### src/verilog/pps_map.svh
// Purpose: register map and timing constants for the panel power sequencer
// Assumes: 10 MHz device clock
// Notes:   definitions only
`ifndef PPS_MAP_SVH
`define PPS_MAP_SVH
// ----------------------------------------------------------------
// register map
// ----------------------------------------------------------------
`define PPS_REG_PANEL_POWER_MANAGEMENT 12'h408
`define PPS_RESET_VALUE                32'h0000_0000
`define PPS_WRITE_MASK                 32'h0BFC_0000
`define PPS_BIT_SOURCE_SELECT          27
`define PPS_BIT_BACKLIGHT_SOURCE       25
`define PPS_BIT_POWER_REQUEST          24
`define PPS_BIT_UP_SUPPLY_TO_DATA      23
`define PPS_BIT_UP_DATA_TO_CONTRAST    22
`define PPS_BIT_UP_CONTRAST_TO_BL      21
`define PPS_BIT_DN_BL_TO_CONTRAST      20
`define PPS_BIT_DN_CONTRAST_TO_DATA    19
`define PPS_BIT_DN_DATA_TO_SUPPLY      18
// ----------------------------------------------------------------
// timing
// ----------------------------------------------------------------
`define PPS_CLOCK_HZ                   10000000
`define PPS_SHORT_MS                   32
`define PPS_LONG_MS                    128
`define PPS_SHORT_CYCLES ((`PPS_SHORT_MS * `PPS_CLOCK_HZ) / 1000)
`define PPS_LONG_CYCLES  ((`PPS_LONG_MS * `PPS_CLOCK_HZ) / 1000)
`endif

### src/verilog/pps_pkg.sv
// Purpose: types for the panel power sequencer
// Assumes: nothing
// Notes:   one-hot sequencer states
`default_nettype none
package pps_pkg;
    typedef enum logic [7:0] {
        PPS_OFF       = 8'b0000_0001,
        PPS_UP_DATA   = 8'b0000_0010,
        PPS_UP_CON    = 8'b0000_0100,
        PPS_UP_BL     = 8'b0000_1000,
        PPS_ON        = 8'b0001_0000,
        PPS_DN_CON    = 8'b0010_0000,
        PPS_DN_DATA   = 8'b0100_0000,
        PPS_DN_SUP    = 8'b1000_0000
    } pps_state_t;
endpackage : pps_pkg
`default_nettype wire
### src/verilog/pps_panel_power_sequencer.sv
// Purpose: panel power sequencer with a classic wishbone register slave
// Assumes: 10 MHz clock, synchronous active-high reset
// Notes:   one register, all other offsets read zero and ack
//
// Functional notes
// RQ1: bit 27 selects internal or external sequencing
// RQ2: internal mode drives all four panel controls
// RQ3: request 0 to 1 starts power-up
// RQ4: request 1 to 0 starts power-down
// RQ5: request bit always readable as panel state
// RQ6: each phase bit picks 32 or 128 ms
// RQ7: bit 25 forces backlight off immediately
// RQ8: external mode writes start no sequence
// RQ9: power-up order supply, data, contrast, backlight
// RQ10: power-down order backlight, contrast, data, supply
// RQ11: independent backlight skips bits 21 and 20 delays
// RQ12: external mode passes supply and contrast inputs
// RQ13: unchanged request starts nothing; clock-derived counter
// RQ14: reset gives idle internal mode, panel off
`timescale 1ns/10ps
`default_nettype none
`include "pps_map.svh"
module pps_panel_power_sequencer #(
    parameter int SHORT_COUNT = `PPS_SHORT_CYCLES,
    parameter int LONG_COUNT  = `PPS_LONG_CYCLES,
    parameter int TIMER_WIDTH = 21
) (
    input  wire logic        clock,
    input  wire logic        reset,
    input  wire logic        wb_cyc_i,
    input  wire logic        wb_stb_i,
    input  wire logic        wb_we_i,
    input  wire logic [11:0] wb_adr_i,
    input  wire logic [3:0]  wb_sel_i,
    input  wire logic [31:0] wb_dat_i,
    output logic      [31:0] wb_dat_o,
    output logic             wb_ack_o,
    input  wire logic        ext_supply_request_in,
    input  wire logic        ext_contrast_request_in,
    output logic             panel_supply_enable,
    output logic             panel_data_enable,
    output logic             panel_contrast_enable,
    output logic             backlight_off_n,
    output logic             sequence_busy
);
    logic [31:0]        control;
    pps_pkg::pps_state_t state;
    logic               request_edge_up;
    logic               request_edge_down;
    logic               timer_start;
    logic               timer_long;
    logic               timer_done;
    logic               bus_hit;
    logic               bus_write;
    logic [31:0]        next_control;
    logic               sequence_source_select;
    logic               backlight_control_source;
    logic               panel_power_request;

    assign sequence_source_select   = control[`PPS_BIT_SOURCE_SELECT];
    assign backlight_control_source = control[`PPS_BIT_BACKLIGHT_SOURCE];
    assign panel_power_request      = control[`PPS_BIT_POWER_REQUEST];

    // ----------------------------------------------------------------
    // wishbone slave
    // ----------------------------------------------------------------
    assign bus_hit   = wb_cyc_i && wb_stb_i && !wb_ack_o;
    assign bus_write = bus_hit && wb_we_i &&
                       wb_adr_i == `PPS_REG_PANEL_POWER_MANAGEMENT;

    always_comb begin
        next_control = control;
        for (int i = 0; i < 4; i++) begin
            if (wb_sel_i[i]) begin
                next_control[i*8 +: 8] = wb_dat_i[i*8 +: 8];
            end
        end
        next_control = next_control & `PPS_WRITE_MASK;
    end

    always_ff @(posedge clock) begin
        if (reset) begin
            wb_ack_o <= 1'b0;
            wb_dat_o <= `PPS_RESET_VALUE;
        end else begin
            // one wait state, ack drops the cycle after
            wb_ack_o <= bus_hit;
            if (bus_hit && !wb_we_i &&
                wb_adr_i == `PPS_REG_PANEL_POWER_MANAGEMENT) begin
                wb_dat_o <= control; // RQ5
            end else begin
                wb_dat_o <= 32'h0000_0000;
            end
        end
    end

    always_ff @(posedge clock) begin
        if (reset) begin
            control <= `PPS_RESET_VALUE; // RQ14
        end else if (bus_write) begin
            control <= next_control;
        end
    end

    // only real transitions of the request bit count
    assign request_edge_up   = bus_write && !sequence_source_select &&
        !next_control[`PPS_BIT_SOURCE_SELECT] && !panel_power_request &&
        next_control[`PPS_BIT_POWER_REQUEST]; // RQ3 RQ8 RQ13
    assign request_edge_down = bus_write && !sequence_source_select &&
        !next_control[`PPS_BIT_SOURCE_SELECT] && panel_power_request &&
        !next_control[`PPS_BIT_POWER_REQUEST]; // RQ4 RQ8 RQ13

    // ----------------------------------------------------------------
    // sequencer
    // ----------------------------------------------------------------
    // a reversed request mid-sequence restarts the other sequence from its first step
    always_ff @(posedge clock) begin
        if (reset) begin
            state <= pps_pkg::PPS_OFF; // RQ14
        end else if (sequence_source_select) begin
            state <= pps_pkg::PPS_OFF; // RQ1
        end else if (request_edge_up) begin
            state <= pps_pkg::PPS_UP_DATA; // RQ3 RQ9
        end else if (request_edge_down) begin
            // independent backlight skips the first down delay
            state <= backlight_control_source ? pps_pkg::PPS_DN_DATA
                                              : pps_pkg::PPS_DN_CON; // RQ11
        end else if (timer_done) begin
            case (state)
                pps_pkg::PPS_UP_DATA: state <= pps_pkg::PPS_UP_CON;
                pps_pkg::PPS_UP_CON:  state <= backlight_control_source ?
                    pps_pkg::PPS_ON : pps_pkg::PPS_UP_BL; // RQ11
                pps_pkg::PPS_UP_BL:   state <= pps_pkg::PPS_ON;
                pps_pkg::PPS_DN_CON:  state <= pps_pkg::PPS_DN_DATA;
                pps_pkg::PPS_DN_DATA: state <= pps_pkg::PPS_DN_SUP; // RQ10
                pps_pkg::PPS_DN_SUP:  state <= pps_pkg::PPS_OFF; // RQ10
                default:              state <= state;
            endcase
        end
    end

    // the timer runs once per step, picked by the step's own bit
    always_comb begin
        timer_start = request_edge_up || request_edge_down ||
            (timer_done && (state == pps_pkg::PPS_UP_DATA ||
             (state == pps_pkg::PPS_UP_CON && !backlight_control_source) ||
             state == pps_pkg::PPS_DN_CON ||
             state == pps_pkg::PPS_DN_DATA)); // RQ13
        timer_long = 1'b0;
        if (request_edge_up) begin
            timer_long = control[`PPS_BIT_UP_SUPPLY_TO_DATA]; // RQ6
        end else if (request_edge_down) begin
            timer_long = backlight_control_source ?
                control[`PPS_BIT_DN_CONTRAST_TO_DATA] :
                control[`PPS_BIT_DN_BL_TO_CONTRAST]; // RQ6
        end else begin
            case (state)
                pps_pkg::PPS_UP_DATA:
                    timer_long = control[`PPS_BIT_UP_DATA_TO_CONTRAST];
                pps_pkg::PPS_UP_CON:
                    timer_long = control[`PPS_BIT_UP_CONTRAST_TO_BL];
                pps_pkg::PPS_DN_CON:
                    timer_long = control[`PPS_BIT_DN_CONTRAST_TO_DATA];
                pps_pkg::PPS_DN_DATA:
                    timer_long = control[`PPS_BIT_DN_DATA_TO_SUPPLY];
                default:
                    timer_long = 1'b0;
            endcase
        end
    end

    // request edges use the phase bits being written
    pps_phase_timer #(
        .WIDTH       (TIMER_WIDTH),
        .SHORT_COUNT (SHORT_COUNT),
        .LONG_COUNT  (LONG_COUNT)
    ) u_timer (
        .clock    (clock),
        .reset    (reset),
        .start    (timer_start),
        .long_sel (request_edge_up ?
                   next_control[`PPS_BIT_UP_SUPPLY_TO_DATA] :
                   request_edge_down ?
                   (backlight_control_source ?
                    next_control[`PPS_BIT_DN_CONTRAST_TO_DATA] :
                    next_control[`PPS_BIT_DN_BL_TO_CONTRAST]) :
                   timer_long),
        .cancel   (sequence_source_select),
        .done     (timer_done)
    );

    // ----------------------------------------------------------------
    // panel outputs
    // ----------------------------------------------------------------
    always_ff @(posedge clock) begin
        if (reset) begin
            panel_supply_enable   <= 1'b0; // RQ14
            panel_data_enable     <= 1'b0;
            panel_contrast_enable <= 1'b0;
            backlight_off_n       <= 1'b0;
            sequence_busy         <= 1'b0;
        end else if (sequence_source_select) begin
            panel_supply_enable   <= ext_supply_request_in; // RQ12
            panel_contrast_enable <= ext_contrast_request_in; // RQ12
            panel_data_enable     <= ext_supply_request_in;
            backlight_off_n       <= !backlight_control_source &&
                                     ext_contrast_request_in; // RQ7
            sequence_busy         <= 1'b0;
        end else begin
            panel_supply_enable   <= state != pps_pkg::PPS_OFF; // RQ2 RQ9
            panel_data_enable     <= !(state == pps_pkg::PPS_OFF ||
                state == pps_pkg::PPS_UP_DATA ||
                state == pps_pkg::PPS_DN_SUP); // RQ9 RQ10
            panel_contrast_enable <= state == pps_pkg::PPS_UP_BL ||
                state == pps_pkg::PPS_ON ||
                state == pps_pkg::PPS_DN_CON; // RQ9 RQ10
            backlight_off_n       <= state == pps_pkg::PPS_ON &&
                !backlight_control_source; // RQ7 RQ10
            sequence_busy         <= !(state == pps_pkg::PPS_OFF ||
                state == pps_pkg::PPS_ON);
        end
    end
endmodule : pps_panel_power_sequencer
`default_nettype wire

### src/verilog/pps_phase_timer.sv
// Purpose: phase delay counter for the panel power sequencer
// Assumes: start is a one-cycle pulse
// Notes:   done pulses once when the loaded count expires
`timescale 1ns/10ps
`default_nettype none
module pps_phase_timer #(
    parameter int WIDTH       = 21,
    parameter int SHORT_COUNT = 320000,
    parameter int LONG_COUNT  = 1280000
) (
    input  wire logic clock,
    input  wire logic reset,
    input  wire logic start,
    input  wire logic long_sel,
    input  wire logic cancel,
    output logic      done
);
    logic [WIDTH-1:0] count;
    logic             running;

    // ----------------------------------------------------------------
    // countdown
    // ----------------------------------------------------------------
    always_ff @(posedge clock) begin
        if (reset || cancel) begin
            count   <= '0;
            running <= 1'b0;
            done    <= 1'b0;
        end else if (start) begin
            // load minus one so done lands exactly on the count
            count   <= long_sel ? WIDTH'(LONG_COUNT - 1)
                                : WIDTH'(SHORT_COUNT - 1);
            running <= 1'b1;
            done    <= 1'b0;
        end else if (running && count == '0) begin
            running <= 1'b0;
            done    <= 1'b1;
        end else begin
            count   <= running ? count - WIDTH'(1) : count;
            done    <= 1'b0;
        end
    end
endmodule : pps_phase_timer
`default_nettype wire

### config.mk
export PLATFORM = sky130hd
export DESIGN_NAME = pps_panel_power_sequencer
export DESIGN_NICKNAME = d
export VERILOG_FILES = /design/src/verilog/pps_pkg.sv /design/src/verilog/pps_panel_power_sequencer.sv /design/src/verilog/pps_phase_timer.sv
export VERILOG_INCLUDE_DIRS = /design/src /design/src/verilog
export SDC_FILE = /design/constraint.sdc
export NUM_CORES = 1
export LEC_CHECK = 0
export ABC_AREA = 1
export BUFFER_PORTS_ARGS = -buffer_cell sky130_fd_sc_hd__buf_2
export CORE_MARGIN = 1
export CORE_UTILIZATION = 56
export CTS_CLUSTER_SIZE = 8
export DETAILED_ROUTE_END_ITERATION = 12
export GPL_TIMING_DRIVEN = 0
export PLACE_DENSITY = 0.86
export SYNTH_ARGS = -nofsm -noshare
export SYNTH_HDL_FRONTEND = slang
export SYNTH_SLANG_ARGS = --single-unit
### constraint.sdc
create_clock -name clock -period 4 [get_ports clock]
set_input_delay 0.8 -clock clock [delete_from_list [all_inputs] [get_ports clock]]
set_output_delay 0.8 -clock clock [all_outputs]
set_load 0.01 [all_outputs]
Word level (Yosys, flattened, before mapping):

Index checks and enable logic that the tools add are counted.

* $add $sub $neg: 1
* equal/unequal tests: 11
* multiplexer cells: 23
* bitwise gates (word level): 1
* reductions and logical operators: 53

Operators by type and width (number)
* 21-bit 2-to-1 mux: 4
* 8-bit one-hot mux with 6 select lines: 1
* 8-bit 2-to-1 mux: 3
* 21-bit zero test: 1
* 21-bit by 1-bit subtractor with 21-bit output, second input constant: 1
* 1-bit logical AND: 17
* 12-bit by 11-bit == test with 1-bit output, second input constant: 1
* 1-bit logical OR: 11
* 1-bit 2-to-1 mux: 10
* 2-bit AND reduction: 5
* 1-bit zero test: 9
* 8-bit by 1-bit == test with 1-bit output, second input constant: 1
* 8-bit by 2-bit == test with 1-bit output, second input constant: 1
* 8-bit by 3-bit == test with 1-bit output, second input constant: 1
* 8-bit by 4-bit == test with 1-bit output, second input constant: 1
* 8-bit by 5-bit == test with 1-bit output, second input constant: 1
* 8-bit by 6-bit == test with 1-bit output, second input constant: 1
* 8-bit by 7-bit == test with 1-bit output, second input constant: 1
* 8-bit == test, second input constant: 1
* 8-bit by 1-bit inequality test with 1-bit output, second input constant: 1
* 8-bit nonzero test: 1
* 7-bit 2-to-1 mux: 1
* 7-bit nonzero test: 1
* 2-bit nonzero test: 3
* other kinds (9): 11

* flip-flop bits (word level): 55
* bits of input ports: 55
* output and inout port bits: 38

Logic depth before layout (Yosys ltp):

Gate-level depths: netlist of the first run.

* depth in word-level cells: 12
* gate-level depth with buffers: 15
* depth with buffers taken out: 15

Modules after synthesis:

Synthesis of the first run repeated with hierarchy kept, for this count alone.

* cells, all modules: 476
* area, all modules: 3169.3 µm²

Modules (own cells, without submodules)
* pps_panel_power_sequencer: times used 1, cells each 250, area an instance 1730.4 µm², seq. area each 640.6 µm²
* pps_phase_timer: times used 1, cells each 226, area an instance 1438.9 µm², seq. area each 460.4 µm²

Least setup slack after synthesis of the first run:

OpenSTA, ideal clock, no wires.

* path type: input to register
* start: input port wb_adr_i[4]
* end: register u_timer.count[17]
* library setup time: 120 ps
* arrival: 1920 ps
* slack: 1960 ps
* stages: 13
* cell sequence: inv_1 > nand2_1 > nor2_1 > nand2_1 > nor2_4 > nand2_4 > inv_2 > nand2_2 > nand3_4 > inv_4 > buf_6 > o21ai_1 > a21oi_1

* cells in the longest elaborated chain, start to end: 10
* elaborated cells between the ends (all ways): 17
* classes of those cells: 2 x eq/ne; 4 x mux; 11 x reduce/logical

RTL lines
* from (decl): RTL line pps_panel_power_sequencer.sv:33 `input wire logic [11:0] wb_adr_i,`
* 12-bit by 11-bit == test with 1-bit output (no line) (*)
* 1-bit logical AND (no line) (*)
* 1-bit logical AND (*) (2 in a row): RTL line pps_panel_power_sequencer.sv:106, pps_panel_power_sequencer.sv:109
* 1-bit logical AND, on equally long branches (2 in a row): RTL line pps_panel_power_sequencer.sv:109, pps_panel_power_sequencer.sv:106
* 1-bit 2-to-1 mux or 1-bit logical OR (tied branches): RTL line pps_panel_power_sequencer.sv:183, pps_panel_power_sequencer.sv:144
* 1-bit 2-to-1 mux or 1-bit logical OR (tied branches): RTL line pps_panel_power_sequencer.sv:181, pps_panel_power_sequencer.sv:144
* 21-bit 2-to-1 mux, or another cell as far along: RTL line pps_phase_timer.sv:31 `count <= long_sel ? WIDTH'(LONG_COUNT - 1)`
* 21-bit 2-to-1 mux or 2-bit AND reduction (tied branches)
* to (signal assigned): RTL line pps_phase_timer.sv:31
* to (signal assigned): RTL line pps_phase_timer.sv:39 `count <= running ? count - WIDTH'(1) : count;`
* to (decl): RTL line pps_phase_timer.sv:18 `logic [WIDTH-1:0] count;`

Every way passes the cells marked *; elsewhere a longest branch is shown, timed or not.
A chain may end at the register's enable or synchronous reset.

Worst setup path after layout of the first run:

* start: input port reset
* end: register u_timer.count[2]

* cells in the longest elaborated chain, start to end: 1

RTL lines
* from (decl): RTL line pps_panel_power_sequencer.sv:29 `input wire logic reset,`
* 1-bit logical OR: RTL line pps_phase_timer.sv:25 `if (reset || cancel) begin`

No other way between the ends.

==> results.tsv, run 1 <==
metric	value	unit
power_per_cell_area	261	mW/mm^2
status	finished clean	
ys_ff_latch	55	
routed-via-count	3075	
yosysWarnings	0	
synth-edff-count	0	
ctsResizeCount	0	
nets	604	
r2r-start	state[1]$_SDFFE_PP0P_	
clk_pin_slew	0.10	ns
r2r_cells	10	
die-area	0.00590	sq mm
dp_hpwl	5.34	mm
rows	26	
tightestPinTransition	0.756	ns
io_pins	93	
start_kind	input pin	
crit_path_end_kind	flop	
grt_util_all_layers	23.7	%
die_w	76.8	um
drc	0	
placed_area	0.00352	sq mm
synth_area	0.00314	sq mm
h-tree-depth	2	
place.port_buffers	43	
r2r_slack	2.16	ns
hp-start	control[20]$_SDFFE_PP0N_	
antenna_found_initial	0	
antenna_cells	0	
area_growth	15.4	%
min_to	wb_dat_o[20]$_SDFF_PP0_	
synth_cell_types	35	
worstSetupPathType	input pin to flop	
grt_max_degree	18	
syn_area_per_cell	6.60	sq um
rsz0062_at_grt	false	
hold_viol	0	
layout-drive-gt1-share	18.8	%
start_util	59.9	%
ys.flop_type	dfxtp_1	
maxCapViolCount	0	
yosysSeqAreaShare	35.1	%
drt-wirelength-per-cell	11.1	um
maxSlewHeadroom	49.4	%
drt_iter0_markers	169	
final_area	0.00362	sq mm
finalCritPeriodShare	53.7	%
grt_pass1_vias	2591	
worstPathRequired	4.23	ns
ctsLongestPathBuffers	2	
vias_per_cell	4.98	
setup-violations-final	0	
firstDrtPassIters	5	
peakVddDrop	0.179	mV
synthArstFlopShare	0	%
worstSkewPairLatency	0.31	ns
drt_wl_total	6.89	mm
tritoncts	done	
ctsHoldBuffers	0	
post_cts_buffers	0	
finalClockSkew	0.0107	ns
fill_cells	488	
core-area	0.00524	sq mm
die_y	76.8	um
antenna_left	0	
critPathArrivalTime	2.38	ns
slew_viol_final	0	
grt_pass1_wl	11.4	mm
cts_made_buffers	5	
overflow	0	
p_leak	1.98	nW
setup-tns-final	0	ns
syn_inst	475	
ctsRootBufferMaster	clkbuf_8	
hold_path_class	flop to flop	
r2r-end	u_timer.done$_SDFF_PP0_	
period_minus_slack	2.15	ns
gp_congestion	0.943	
cts_sinks	55	
fmax	466	MHz
cp_max_fo	9	
whs_path_depth	2	
[worst max-delay path: stages]
cell and delay (ns):
clkbuf_1 0.19, nor2_1 0.63, clkinv_1 0.49, a31oi_1 0.27
[synthesized netlist by cell type, types with 2 or more instances]
cell,n,area [sq um]
nand2_2,5,31.3
buf_4,23,173
dfxtp_1,55,1100
clkbuf_1,2,7.51
o21ai_0,20,100
nand2_1,101,379
nor2_4,2,22.5
nor3_1,5,25.0
ha_1,2,25.0
o21ai_1,5,25.0
xnor2_1,2,17.5
inv_1,65,244
nor2_1,75,282
nand2_4,2,22.5
xor2_1,10,87.6
nand4_1,10,62.6
a21oi_1,25,125
inv_2,3,11.3
nor2_2,7,43.8
buf_6,2,22.5
or2_2,2,12.5
a211oi_1,4,30.0
a31oi_1,3,18.8
nand3_1,34,170
[sequential cells by signal, indices dropped and copies added, names as in the netlist]
signal	count
u_timer.count	21
panel_data_enable	1
control	9
wb_ack_o	1
u_timer.running	1
panel_contrast_enable	1
sequence_busy	1
backlight_off_n	1
u_timer.done	1
wb_dat_o	9
panel_supply_enable	1
state	8
[cell families after synthesis]
logic type / count (synthesis) / share of synthesized area [%]
AND/OR/NAND/NOR: 250 / 36.0
buffers and inverters: 98 / 15.1
AO/OA/AOI/OAI: 57 / 9.54
flip-flops: 55 / 35.1
XOR/XNOR: 12 / 3.35
adder cells (fa/ha/maj): 2 / 0.798
other: 1 / 0.120
[placed cells by master (no fill, tap or decap), types with 3 or more instances in the layout]
| cell type | n |
|---|---|
| a31oi_1 | 3 |
| dfxtp_1 | 55 |
| nor2_2 | 7 |
| clkbuf_8 | 6 |
| buf_4 | 23 |
| nand2_1 | 101 |
| o21ai_0 | 20 |
| a21oi_1 | 25 |
| nand2_2 | 5 |
| a211oi_1 | 4 |
| nor2_1 | 75 |
| inv_2 | 3 |
| inv_1 | 65 |
| nand3_1 | 34 |
| o21ai_1 | 5 |
| conb_1 | 23 |
| nor3_1 | 5 |
| xor2_1 | 10 |
| buf_2 | 44 |
| nand4_1 | 10 |
[how the worst max path moves through the flow]
stage                                          end        start  slack [ns]  cells past startpoint
finish               u_timer.count[2]$_SDFFE_PP0P_        reset        1.85                      4
global route         u_timer.count[2]$_SDFFE_PP0P_        reset        1.70                      4
detailed placement   u_timer.count[2]$_SDFFE_PP0P_        reset        1.56                      4
global placement     u_timer.count[2]$_SDFFE_PP0P_        reset        1.60                      4
floorplan           u_timer.count[17]$_SDFFE_PP0P_  wb_adr_i[4]        1.96                     13
CTS                  u_timer.count[2]$_SDFFE_PP0P_        reset        1.88                      4
[per-stage QoR]
step	util (%)	instances	hold WS [ns]	setup slack [ns]	total power, W
after CTS	69.1	618	0.461	1.88	0.000951
after floorplan	-	497	0.425	1.96	0.000605
after global placement	67.2	610	0.446	1.60	0.000625
after detailed placement	67.2	610	0.449	1.56	0.000625
after global routing	69.1	618	0.481	1.70	0.000977
final	69.1	618	0.459	1.85	0.000946
[power breakdown]
part	switching, W	leakage [nW]	internal [W]
Clock	0.000190	0.0474	0.000142
Combinational	0.0000363	1.49	0.0000300
Sequential	0.000000218	0.443	0.000548
Total	0.000227	1.98	0.000719
[layout make-up]
class	instances	area, sq um	area share [%]
multi-input cells	344	1640	45.4
flip-flops and latches	55	1100	30.4
inverters	70	265	7.33
repair buffers	43	215	5.95
plain buffers	28	208	5.74
well taps	70	87.6	2.42
clock buffers	6	82.6	2.28
clock inverters	2	16.3	0.449
[per-layer routing]
layer	vias up	part of all wire (%)	track usage (%)
li1	1595	-	-
met1	1344	46	31.2
met2	126	46	38.5
met3	10	6.6	4.29
met4	0	1.5	8.65
met5	-	0	0
Note: power is estimated with default switching activity, not from simulation.
==> run 2, diff against run 1 <==
Settings changed: ABC_AREA 1 to 0, CORE_UTILIZATION 56 to 46, PLACE_DENSITY 0.86 to 0.76.
Clock period 4 ns to 1.84 ns, I/O delays scaled along.
==> run 2 against run 1 <==
Effect of this change: critical endpoint is now u_timer.count[8]$_SDFFE_PP0P_; the run now ends with negative setup slack left; total power increased by 130%; global-route usage fell by 1.8 points; setup slack got worse by 2.1 ns; highest routed layer unchanged; sequential power increased by 120%.
==> results.tsv, run 2 <==
metric	value	unit	change
status	complete, but fails checks		
violations	negative setup slack		
ys_ff_latch	55		unchanged
final_cell_mix	50 x buf_4, 45 x buf_2, 43 x dfxtp_1, 27 x nor2_1, 23 x conb_1		
synth_xor_xnor_area_share	5.23	%	+1.9 points
finalCritPeriodShare	116	%	
overflow	0		unchanged
grt_util_all_layers	21.9	%	-1.8 points
synth_area	0.00301	sq mm	-3.9%
grt_max_degree	17		-1
yosysWarnings	0		unchanged
gp_congestion	0.863		-8.4%
synth_most_common_cell	dfxtp_1		
fmax	469	MHz	
largest_reg_flops	21		unchanged
drt_wl_total	8.13	mm	+18%
drt-wirelength-per-cell	15.5	um	+39%
setup-violations-final	29		+29
rows	29		+12%
synth_top_family_by_area	simple AND/OR/NAND/NOR gates		
grt_pass1_vias	2607		+0.62%
nets	503		-17%
finalClockSkew	0.0101	ns	-0.000573 ns
drt_iter0_markers	313		+85%
yosysTopAreaCell	dfxtp_1		
regMostFlops	u_timer.count		
fin_ws	-0.294	ns	-2.15 ns
die_y	82.9	um	+8.0%
power_per_cell_area	515	mW/mm^2	+97%
core-area	0.00635	sq mm	+21%
tightestPinTransition	0.682	ns	-0.0744 ns
drc	0		unchanged
yosysSeqAreaShare	36.5	%	+1.4 points
worstSetupPathType	flop to flop		
firstDrtPassIters	5		unchanged
synth_commonest_cells	55 x dfxtp_1, 31 x nor2_1, 23 x buf_4		
reg_top3	u_timer.count: 21 flops, control: 9 flops, wb_dat_o: 9 flops		
period_minus_slack	2.13	ns	
cts_sinks	55		unchanged
syn_area_per_cell	8.61	sq um	+30%
vias_per_cell	5.57		+12%
place.port_buffers	43		unchanged
p_leak	1.77	nW	-11%
area_growth	41.7	%	
fill_cells	483		-1.0%
cts_made_buffers	5		unchanged
peakVddDrop	0.360	mV	+100%
cp_max_fo	5		-4
slew_viol_final	0		unchanged
critPathArrivalTime	2.31	ns	-0.07 ns
hold_viol	0		unchanged
start_kind	flop		
die_w	82.9	um	+8.0%
hold_path_class	input pin to flop		
layout-drive-gt1-share	45.6	%	+27 points
crit_path_end_kind	flop		
synth_cell_types	67		+91%
synth_mux_area_share	4.48	%	+4.5 points
synth-edff-count	0		unchanged
h-tree-depth	2		unchanged
maxSlewHeadroom	54.4	%	+5.0 points
rsz0062_at_grt	true		
antenna_cells	0		unchanged
routed-via-count	2919		-5.1%
synthArstFlopShare	0	%	unchanged
worstPathRequired	2.02	ns	-2.21 ns
antenna_found_initial	0		unchanged
antenna_left	0		unchanged
ys.flop_type	dfxtp_1		
synth_top_area_share	36.5	%	+1.4 points
hold-worst-slack	0.284	ns	-0.176 ns
ctsLongestPathBuffers	2		unchanged
io_pins	93		unchanged
final_common_cell	buf_4		
synthSimpleGateAreaFrac	28.0	%	-8.0 points
tritoncts	done		
syn_inst	350		-26%
start_util	47.5	%	-12 points
netlist_top_cells_area	dfxtp_1 37%, buf_4 5.7%, nor2_1 3.9%		
ctsRootBufferMaster	clkbuf_8		
worstSkewPairLatency	0.31	ns	about the same
dp_hpwl	5.02	mm	-6.0%
synthAdderAreaFrac	0.830	%	+0.032 points
grt_pass1_wl	12.3	mm	+8.5%
synth_compound_area_share	15.1	%	+5.5 points
clk_pin_slew	0.10	ns	about the same
maxCapViolCount	0		unchanged
die-area	0.00688	sq mm	+17%
pre_cts_ws	-0.640	ns	-2.20 ns
[run 2: cell type report]
cell class	count	area, sq um	area share (%)
clock buffers	6	82.6	1.93
flip-flops and latches	55	1130	26.5
plain buffers	34	270	6.33
repair buffers	76	494	11.6
clock inverters	2	35.0	0.820
well taps	77	96.3	2.26
multi-input cells	267	2130	49.9
inverters	7	26.3	0.615
[run 2: repair_timing]
item                                    in CTS  in global routing
hold buffers                                 0                  0
resized for setup                           60                 49
pin swaps                                   28                 26
hold endpoints to repair                     0                  0
cloned                                       2                  0
endpoints found under the setup margin      41                 47
setup buffers                               22                 11
[run 2: stage by stage]
step                      std cells  setup TNS [ns]  utilization [%]  cell area, sq um  total power, W
after global placement          492          -17.51             55.1              3500         0.00139
final                           524           -5.71             67.3              4270         0.00220
after floorplan                 372           -3.46                -              3190         0.00134
after global routing            524           -7.81             67.3              4270         0.00228
after detailed placement        492          -20.32             55.1              3500         0.00139
after CTS                       517           -6.01             63.0              4000         0.00221
[run 2: worst paths after layout]
path                                  from                       endpoint  slack, ns  cells past startpoint
max reg2reg  u_timer.count[5]$_SDFFE_PP0P_  u_timer.count[8]$_SDFFE_PP0P_      -0.29                      7
min reg2reg       control[21]$_SDFFE_PP0P_        wb_dat_o[21]$_SDFF_PP0_       0.50                      1
min                           wb_dat_i[25]       control[25]$_SDFFE_PP0P_       0.28                      3
max          u_timer.count[5]$_SDFFE_PP0P_  u_timer.count[8]$_SDFFE_PP0P_      -0.29                      7
[run 2: critical path: stages (launching register included)]
cell	delay, ns
dfxtp_2	0.34
or4_4	0.59
or3_4	0.38
o21a_1	0.22
buf_6	0.15
nand3_2	0.07
xor2_1	0.15
a21oi_1	0.09
[run 2: layer usage]
metal  up-vias  track usage (%)  routed length, um
li1       1416                -                  -
met4         0             9.72                222
met5         -                0                  0
met2       101             34.9               3910
met3        15             3.08                377
met1      1387             29.6               3620
[run 2: report_power, final]
group	internal (W)	switching, W	leakage, nW
registers	0.00119	0.00000717	0.451
clock network	0.000441	0.000397	0.0612
logic	0.0000817	0.0000882	1.25
total	0.00171	0.000492	1.77
[run 2: logic make-up after synthesis]
logic type | after synthesis
and+or+nand+nor | 145
AOI/OAI and AO/OA | 67
DFF | 55
buffers and inverters | 50
xor gates and xnor gates | 18
muxes | 12
adders and majority gates | 2
other | 1
